$ cat config.mk
export PLATFORM = sky130hd
export DESIGN_NAME = cie_core
export DESIGN_NICKNAME = d
export VERILOG_FILES = /design/src/pkg/cie_pkg.sv /design/src/hdl/cie_core.sv /design/src/hdl/cie_decode.sv
export SDC_FILE = /design/constraint.sdc
export NUM_CORES = 1
export LEC_CHECK = 0
export ABC_AREA = 1
export BUFFER_PORTS_ARGS = -buffer_cell sky130_fd_sc_hd__buf_2
export CAP_MARGIN = 20
export CORE_ASPECT_RATIO = 0.6
export CORE_MARGIN = 2
export CORE_UTILIZATION = 45
export CTS_CLUSTER_SIZE = 40
export DETAILED_ROUTE_END_ITERATION = 8
export PLACE_DENSITY_LB_ADDON = 0.1
export RECOVER_POWER = 100
export SLEW_MARGIN = 5
export SYNTH_ARGS = -nofsm -noshare
export SYNTH_HDL_FRONTEND = slang
export SYNTH_SLANG_ARGS = --single-unit
$ cat constraint.sdc
create_clock -name clock -period 1.7 [get_ports clock]
set_clock_uncertainty 0.05 [all_clocks]
set_input_delay 0.34 -clock clock [delete_from_list [all_inputs] [get_ports clock]]
set_output_delay 0.34 -clock clock [all_outputs]
set_load 0.01 [all_outputs]
$ cat src/pkg/cie_pkg.sv
// shared constants and types for the core instruction execute block
package cie_pkg;
  localparam int CIE_FADDR_W = 7;
  localparam int CIE_PC_W = 15;
  localparam int CIE_INSN_W = 14;
  localparam logic [7:0] CIE_W_RST = 8'h00;
  localparam logic [14:0] CIE_PC_RST = 15'h0000;
  localparam int CIE_GIE_BIT = 7;
  localparam int CIE_LATCH_LO = 3;
  localparam int CIE_LATCH_HI = 6;
  // opcode patterns; file ops op[13:8] d[7] f[6:0], literal ops op[13:8] k[7:0], branch op[13:11] k[10:0]
  localparam logic [5:0] CIE_OP_DEC_SKIP = 6'h0b;
  localparam logic [5:0] CIE_OP_INC_SKIP = 6'h0f;
  localparam logic [5:0] CIE_OP_OR_FILE = 6'h04;
  localparam logic [5:0] CIE_OP_ROT_LEFT = 6'h0d;
  localparam logic [5:0] CIE_OP_OR_LIT = 6'h38;
  localparam logic [5:0] CIE_OP_RET_LIT = 6'h34;
  localparam logic [2:0] CIE_OP_BRANCH = 3'h5;
  localparam logic [13:0] CIE_OP_RETURN = 14'h0008;
  localparam logic [13:0] CIE_OP_RET_INT = 14'h0009;

  typedef enum logic [3:0] {
    CIE_K_NOP = 4'h0, CIE_K_DEC = 4'h1, CIE_K_INC = 4'h2, CIE_K_OR_LIT = 4'h3,
    CIE_K_OR_FILE = 4'h4, CIE_K_BRANCH = 4'h5, CIE_K_RET = 4'h6,
    CIE_K_RET_INT = 4'h7, CIE_K_RET_LIT = 4'h8, CIE_K_ROT = 4'h9
  } cie_kind_e;

  typedef struct packed {
    cie_kind_e kind;
    logic dest_file;
    logic [6:0] faddr;
    logic [10:0] k;
  } cie_dec_s;

  typedef struct packed {
    logic we;
    logic [6:0] addr;
    logic [7:0] data;
  } cie_fwr_s;
endpackage : cie_pkg

$ cat src/hdl/cie_core.sv
// execute stage for a subset of the 8-bit core instruction set
`timescale 1ns/10ps
`default_nettype none
module cie_core (
  input wire logic clock,
  input wire logic rst_n,
  input wire logic insn_valid,
  input wire logic [13:0] insn,
  input wire logic [7:0] file_rdata,
  input wire logic [7:0] pc_high_latch,
  input wire logic [14:0] top_of_stack,
  output logic [6:0] file_raddr,
  output logic [14:0] pc,
  output logic stack_pop,
  output cie_pkg::cie_fwr_s file_wr,
  output logic [7:0] working,
  output logic zero_flag,
  output logic carry_flag,
  output logic global_interrupt_enable,
  output logic flush
);
  import cie_pkg::*;

  typedef enum logic [1:0] {
    CIE_ST_EXEC = 2'b01,
    CIE_ST_SLOT = 2'b10
  } cie_state_e;

  cie_dec_s dec;
  cie_state_e state_r, state_nxt;
  logic [14:0] pc_r, pc_nxt;
  logic [7:0] working_r, working_nxt;
  logic zero_r, zero_nxt, carry_r, carry_nxt, gie_r, gie_nxt;
  logic pop_r, pop_nxt, flush_r, flush_nxt;
  cie_fwr_s fwr_r, fwr_nxt;
  logic [7:0] result;
  logic two_cycle;

  cie_decode u_decode (
    .insn(insn),
    .dec(dec)
  );

  // file read address follows the live instruction
  assign file_raddr = dec.faddr;

  function automatic logic is_zero(input logic [7:0] v);
    return v == 8'h00;
  endfunction

  always_comb begin
    state_nxt = state_r;
    pc_nxt = pc_r;
    working_nxt = working_r;
    zero_nxt = zero_r;
    carry_nxt = carry_r;
    gie_nxt = gie_r;
    pop_nxt = 1'b0;
    flush_nxt = 1'b0;
    fwr_nxt = '0;
    result = 8'h00;
    two_cycle = 1'b0;
    unique case (state_r)
      CIE_ST_SLOT: begin
        // fetched word is discarded, no-operation slot
        state_nxt = CIE_ST_EXEC;
      end
      CIE_ST_EXEC: begin
        if (insn_valid) begin
          pc_nxt = pc_r + 15'h0001;
          unique case (dec.kind)
            CIE_K_DEC: begin
              result = file_rdata - 8'h01;
              two_cycle = is_zero(result);
            end
            CIE_K_INC: begin
              result = file_rdata + 8'h01;
              two_cycle = is_zero(result);
            end
            CIE_K_OR_LIT: begin
              result = working_r | dec.k[7:0];
              working_nxt = result;
              zero_nxt = is_zero(result);
            end
            CIE_K_OR_FILE: begin
              result = working_r | file_rdata;
              zero_nxt = is_zero(result);
            end
            CIE_K_ROT: begin
              result = {file_rdata[6:0], carry_r};
              carry_nxt = file_rdata[7];
            end
            CIE_K_BRANCH: begin
              pc_nxt = {pc_high_latch[CIE_LATCH_HI:CIE_LATCH_LO], dec.k};
              two_cycle = 1'b1;
            end
            CIE_K_RET: begin
              pc_nxt = top_of_stack;
              pop_nxt = 1'b1;
              two_cycle = 1'b1;
            end
            CIE_K_RET_INT: begin
              pc_nxt = top_of_stack;
              pop_nxt = 1'b1;
              gie_nxt = 1'b1;
              two_cycle = 1'b1;
            end
            CIE_K_RET_LIT: begin
              pc_nxt = top_of_stack;
              pop_nxt = 1'b1;
              working_nxt = dec.k[7:0];
              two_cycle = 1'b1;
            end
            default: begin
            end
          endcase
          if (dec.kind == CIE_K_DEC || dec.kind == CIE_K_INC ||
              dec.kind == CIE_K_OR_FILE || dec.kind == CIE_K_ROT) begin
            if (dec.dest_file) begin
              fwr_nxt.we = 1'b1;
              fwr_nxt.addr = dec.faddr;
              fwr_nxt.data = result;
            end else begin
              working_nxt = result;
            end
          end
          if (two_cycle) begin
            flush_nxt = 1'b1;
            state_nxt = CIE_ST_SLOT;
          end
        end
      end
      default: state_nxt = CIE_ST_EXEC;
    endcase
  end

  always_ff @(posedge clock) begin
    if (!rst_n) begin
      state_r <= CIE_ST_EXEC;
      pc_r <= CIE_PC_RST;
      working_r <= CIE_W_RST;
      zero_r <= 1'b0;
      carry_r <= 1'b0;
      gie_r <= 1'b0;
      pop_r <= 1'b0;
      flush_r <= 1'b0;
      fwr_r <= '0;
    end else begin
      state_r <= state_nxt;
      pc_r <= pc_nxt;
      working_r <= working_nxt;
      zero_r <= zero_nxt;
      carry_r <= carry_nxt;
      gie_r <= gie_nxt;
      pop_r <= pop_nxt;
      flush_r <= flush_nxt;
      fwr_r <= fwr_nxt;
    end
  end

  assign pc = pc_r;
  assign stack_pop = pop_r;
  assign file_wr = fwr_r;
  assign working = working_r;
  assign zero_flag = zero_r;
  assign carry_flag = carry_r;
  assign global_interrupt_enable = gie_r;
  assign flush = flush_r;
endmodule // cie_core
`default_nettype wire

$ cat src/hdl/cie_decode.sv
// combinational instruction word decoder
`timescale 1ns/10ps
`default_nettype none
module cie_decode (
  input wire logic [13:0] insn,
  output cie_pkg::cie_dec_s dec
);
  import cie_pkg::*;
  always_comb begin
    dec.dest_file = insn[7];
    dec.faddr = insn[6:0];
    dec.k = insn[10:0];
    if (insn == CIE_OP_RETURN) begin
      dec.kind = CIE_K_RET;
    end else if (insn == CIE_OP_RET_INT) begin
      dec.kind = CIE_K_RET_INT;
    end else if (insn[13:11] == CIE_OP_BRANCH) begin
      dec.kind = CIE_K_BRANCH;
    end else begin
      unique case (insn[13:8])
        CIE_OP_DEC_SKIP: dec.kind = CIE_K_DEC;
        CIE_OP_INC_SKIP: dec.kind = CIE_K_INC;
        CIE_OP_OR_FILE: dec.kind = CIE_K_OR_FILE;
        CIE_OP_ROT_LEFT: dec.kind = CIE_K_ROT;
        CIE_OP_OR_LIT: dec.kind = CIE_K_OR_LIT;
        CIE_OP_RET_LIT: dec.kind = CIE_K_RET_LIT;
        // unsupported words run as no-operation
        default: dec.kind = CIE_K_NOP;
      endcase
    end
  end
endmodule // cie_decode
`default_nettype wire

* Yosys cells after proc, flatten, opt, wreduce, memory -nomap -nowiden
Index checks and enable logic that the tools add are counted.
Storage, ports and cells: logic and storage cells 70, register bits 46, bits of input ports 48, output and inout bits 51
Cells by class: reductions and logical operators 19, mux-type cells 16, bitwise gates (word level) 2, equal/unequal tests 19, add/subtract/negate cells 3
Operators by type and width (count):
- one-hot mux 8 bit (5 select lines) | 1
- logical NOT 8 bit | 4
- one-hot mux 15 bit (2 select lines) | 1
- == test 14 x 4 -> 1 bit (second input constant) | 2
- one-hot mux 4 bit (6 select lines) | 1
- == test 6 x 4 -> 1 bit (second input constant) | 3
- == test 4 x 3 -> 1 bit (second input constant) | 4
- 2-to-1 mux 16 bit | 1
- 2-to-1 mux 8 bit | 2
- OR 8 bit | 2
- one-hot mux 8 bit (2 select lines) | 1
- adder 15 x 1 -> 15 bit (second input constant) | 1
- == test 6 bit (second input constant) | 2
- 2-to-1 mux 4 bit | 3
- AND reduction 3 bit | 4
- adder 8 x 1 -> 8 bit (second input constant) | 1
- == test 4 x 2 -> 1 bit (second input constant) | 2
- == test 4 bit (second input constant) | 2
- subtractor 8 x 1 -> 8 bit (second input constant) | 1
- == test 6 x 3 -> 1 bit (second input constant) | 1
- AND reduction 2 bit | 3
- AND reduction 5 bit | 1
- == test 4 x 1 -> 1 bit (second input constant) | 1
- 2-to-1 mux 1 bit | 4
- 9 further kinds | 11

* Longest topological paths before layout
word-level depth 11, mapped depth 12, depth with buffers taken out 12

* By module
Synthesis repeated with hierarchy kept, for this count alone.
Unflattened totals: cell total of the unflattened synthesis 560, area, all modules 3494.6 um^2
Modules (own cells, without submodules):
- cie_core | instances 1, sequential area each 920.9 um^2, cells each 494, area each 3138.0 um^2
- cie_decode | instances 1, sequential area each 0.0 um^2, cells each 66, area each 356.6 um^2

* Worst setup path after synthesis
No wires, ideal clock.
path type flip-flop to flip-flop, from reg pc_r[0], in the netlist pc[0], to reg pc_r[10], in the netlist pc[10], arrival 1422 ps, stages on the path, launching flop included 10, buffers on the path 0, data required time 1586 ps, setup slack 164 ps, clock period less this slack 1536 ps, cell sequence dfxtp_1 -> ha_1 -> nand3_1 -> nor2_1 -> nand2_1 -> nor2_1 -> nand4_1 -> a21oi_1 -> nor2_1 -> nor2_1
On the way: longest elaborated chain between the ends 2
Ends and longest elaborated chain:
- start, declared | line cie_core.sv:31 | logic [14:0] pc_r, pc_nxt;
- start signal, assigned | line cie_core.sv:150 | pc_r <= pc_nxt;
- adder 15 x 1 -> 15 bit | line cie_core.sv:70 | pc_nxt = pc_r + 15'h0001;
- one-hot mux 15 bit (2 select lines) | line cie_core.sv:71 | unique case (dec.kind)
No other way between the ends. A chain may end at the register's enable or synchronous reset.

* Final worst setup path
from in insn[8], to reg working_r[5], in the netlist working[5]
On the way: longest elaborated chain between the ends 10, elaborated cells on any way between the ends 25, those cells by class eq/ne (14); mux (8); reduce/logical (3)
Ends and longest elaborated chain:
- start, declared | line cie_core.sv:8 | input wire logic [13:0] insn,
- == test 6 bit, or another cell as far along | line cie_decode.sv:20 | unique case (insn[13:8])
- one-hot mux 4 bit (6 select lines) | line cie_decode.sv:20
- 2-to-1 mux 4 bit | line cie_decode.sv:17 | end else if (insn[13:11] == CIE_OP_BRANCH) begin
- 2-to-1 mux 4 bit | line cie_decode.sv:15 | end else if (insn == CIE_OP_RET_INT) begin
- 2-to-1 mux 4 bit (*) | line cie_decode.sv:13 | if (insn == CIE_OP_RETURN) begin
- parallel branches: the longest is 4 deep, another holds one-hot mux 8 bit (5 select lines)
- 2-to-1 mux 8 bit (*) | line cie_core.sv:117 | if (dec.kind == CIE_K_DEC || dec.kind == CIE_K_INC ||
- end signal, assigned | line cie_core.sv:151 | working_r <= working_nxt;
- end, declared | line cie_core.sv:32 | logic [7:0] working_r, working_nxt;
Mark *: on every way between the ends.

==> flow_metrics.py <==
metrics = {
    "outcome": {
        "status": "completed",
    },
    "synthesis": {
        "ys_warn_count": 0,
        "synthFlopType": "dfxtp_1",
        "synth_nets": 586,
        "postSynthCellCount": 533,
        "netlist.area_leader.share_pct": 28.4,
        "synth.distinct_cells": 33,
        "ys_seq_area_share_pct": 28.4,
        "synth.area.top_cells": "dfxtp_1 28%, nand2_1 16%, nor2_1 8.7%",
        "yosysTopAreaCell": "dfxtp_1",
        "synthArstFlopShare_pct": 0,
        "synth_edf_count": 0,
        "yosysMostFrequentCell": "nand2_1",
        "ys_ff_latch": 46,
        "yosys-top-cells-count": "135 x nand2_1, 75 x nor2_1, 58 x inv_1",
        "syn_avg_cell_area_sq_um": 6.08,
        "syn_area_sq_um": 3240,
    },
    "placement": {
        "place.gp.congestion": 0.955,
        "hpwl_um": 9490,
        "place_inst": 769,
        "numPortBuffers": 94,
        "dpl_cell_area_sq_um": 4270,
    },
    "timing": {
        "hold_viol_final": 0,
        "whs_ns": 0.258,
        "finalCritPeriodShare_pct": 93.0,
        "drv_slew": 0,
        "fmax_mhz": 632,
        "setup_violations": 0,
        "slew-limit-headroom_pct": 64.1,
        "worstMarginPinSlew_ns": 0.538,
        "rsz0062_at_grt": "no",
        "timing.final.crit_period_ns": 1.58,
    },
    "clocking": {
        "cts_sinks": 46,
        "clk_latency_ns": 0.30,
        "cts_tree": "done",
        "postCtsHoldBufs": 0,
        "post_cts_buffers": 0,
        "cts_resized": 0,
        "h-tree-depth": 2,
        "cts_buffers": 5,
        "clkTransAtPathRegs_ns": 0.07,
        "cts_root_buffer": "clkbuf_16",
        "cts_buffer_depth": 2,
    },
    "finish": {
        "syn2layout_area_growth_pct": 35.4,
        "antennaDiodeCount": 0,
        "final_cells": 777,
        "drive_gt1_share_pct": 22.3,
        "final_util_pct": 64.3,
        "nets": 742,
        "final_area_sq_um": 4380,
    },
    "worst_setup_path": {
        "required_ns": 1.83,
        "rr_startpoint": "pc[3]$_SDFFE_PN0P_",
        "cpMostUsedCell": "buf_4",
        "ff2ff_setup_slack_ns": 0.13,
        "worstPathArrival_ns": 1.72,
        "slowest_delay_ns": 0.30,
        "critical_path.cell_chain": "clkbuf_1 -> nor2_4 -> buf_4 -> buf_4 -> nand4_1 -> o21ai_0 -> a21oi_1 -> buf_4 -> nand3_1 -> nand2_1 -> a21oi_1",
        "cp-startpoint": "insn[8]",
        "cp_max_fo": 6,
        "criticalPathCategory": "in -> reg",
        "crit_path_top_delay_cell": "a21oi_1",
        "crit_end": "working[5]$_SDFFE_PN0P_",
        "worstReg2RegEnd": "pc[9]$_SDFFE_PN0P_",
        "reg2reg_depth": 8,
        "end_kind": "flip-flop",
        "start_kind": "primary input",
    },
    "pwr": {
        "vdd_drop_max_mv": 0.365,
        "power.density_nw_per_um2": 638,
        "p_total_w": 0.00279,
        "power_leakage_nw": 2.05,
    },
    "routing": {
        "wl_um": 11800,
        "vias_per_cell": 5.35,
        "vias": 4159,
        "postRouteAntennaNets": 0,
        "post-route-drc-count": 0,
        "routedWlPerCell_um": 15.2,
        "drt-initial-drc-count": 473,
        "dr.pass1.iters": 5,
    },
    "grt": {
        "grt_start_max_net_pins": 28,
        "first_global_vias": 3504,
        "grt_pass1_wl_um": 18100,
        "gr-total-overflow": 0,
        "antenna_found_initial": 0,
        "grtUsageTotal_pct": 29.1,
    },
    "floorplan": {
        "die_h_um": 69.7,
        "dieWidth_um": 114,
        "rows": 23,
        "dieArea_sq_um": 7910,
        "core_sq_um": 6820,
        "io_pins": 99,
        "start_util_pct": 47.5,
    },
    "flow_run": {
        "maxCapViolations": 0,
    },
    "worst_hold_path": {
        "hp-class": "in -> reg",
    },
}
==> cell usage in the layout, fill, tap and decap left out, types with 2 or more instances in the layout <==
cell and n:
clkbuf_16 5, dfxtp_1 46, nor2_4 8, o21ai_1 2, xor2_1 7, clkbuf_1 52, a31oi_1 7, nor3_1 10
a21oi_1 31, nand4_1 19, ha_1 4, nor2_2 8, o21ai_0 33, nor2_1 70, o211ai_1 5, buf_4 69
nand3_2 2, xnor2_1 3, inv_1 58, clkbuf_2 3, nand2_2 2, nand2_1 135, nand3_1 50, inv_2 6
buf_2 41
==> kinds of logic (layout without fill, tap and decap cells) <==
logic type / Yosys count / count (layout) / synth area share [%]
adders and majority gates: 5 / 5 / 1.93
DFF: 46 / 46 / 28.4
AOI/OAI and AO/OA: 79 / 79 / 12.9
buffers and inverters: 83 / 240 / 10.8
and+or+nand+nor: 310 / 310 / 43.2
xor gates and xnor gates: 10 / 10 / 2.70
==> sequential cells by signal, summed over array words and instances (netlist names) <==
signal                   flops
file_wr                     16
flush                        1
global_interrupt_enable      1
stack_pop                    1
working                      8
zero_flag                    1
carry_flag                   1
state_r                      2
pc                          15
==> critical path, delay by kind of cell <==
kind | cells | cell delay [ns]
buffers and inverters | 4 | 0.70
AND/OR/NAND/NOR | 4 | 0.26
AO/OA/AOI/OAI | 3 | 0.43
==> where the power goes <==
part | internal, W | switching, W | leakage [nW]
Sequential | 0.00111 | 0.0000396 | 0.374
Clock | 0.000553 | 0.000465 | 0.0704
Combinational | 0.000251 | 0.000372 | 1.60
==> how the worst min path moves through the flow <==
stage                                              start  cells after the start                                   end
finish                                  pc_high_latch[6]                      3                   pc[14]$_SDFFE_PN0P_
global route                            pc_high_latch[6]                      3                   pc[14]$_SDFFE_PN0P_
CTS                                     pc_high_latch[6]                      3                   pc[14]$_SDFFE_PN0P_
detailed placement  global_interrupt_enable$_SDFFE_PN0P_                      2  global_interrupt_enable$_SDFFE_PN0P_
global placement    global_interrupt_enable$_SDFFE_PN0P_                      2  global_interrupt_enable$_SDFFE_PN0P_
floorplan           global_interrupt_enable$_SDFFE_PN0P_                      2  global_interrupt_enable$_SDFFE_PN0P_
==> layer usage <==
metal	routed length (um)	global-route usage (%)	vias up
met5	0	0	-
met4	76	5.69	0
met3	1480	9.09	9
met2	4390	37.0	229
met1	5830	46.5	1879
li1	-	-	2042
==> cell type report <==
class / instances / area [sq um]
clock inverter: 3 / 25.0
fill: 708 / 2440
clock buffer: 5 / 125
inverter: 65 / 244
sequential: 46 / 921
timing repair buffer: 167 / 961
tap: 87 / 109
multi-input combinational: 404 / 2000
==> through the flow <==
step	setup TNS (ns)	worst slack (ns)
floorplan	0	0.164
global placement	-1.12	-0.134
detailed placement	-1.67	-0.141
CTS	0	0.110
global route	0	0.00383
finish	0	0.118
No activity file was read; power rests on OpenSTA's default activity.
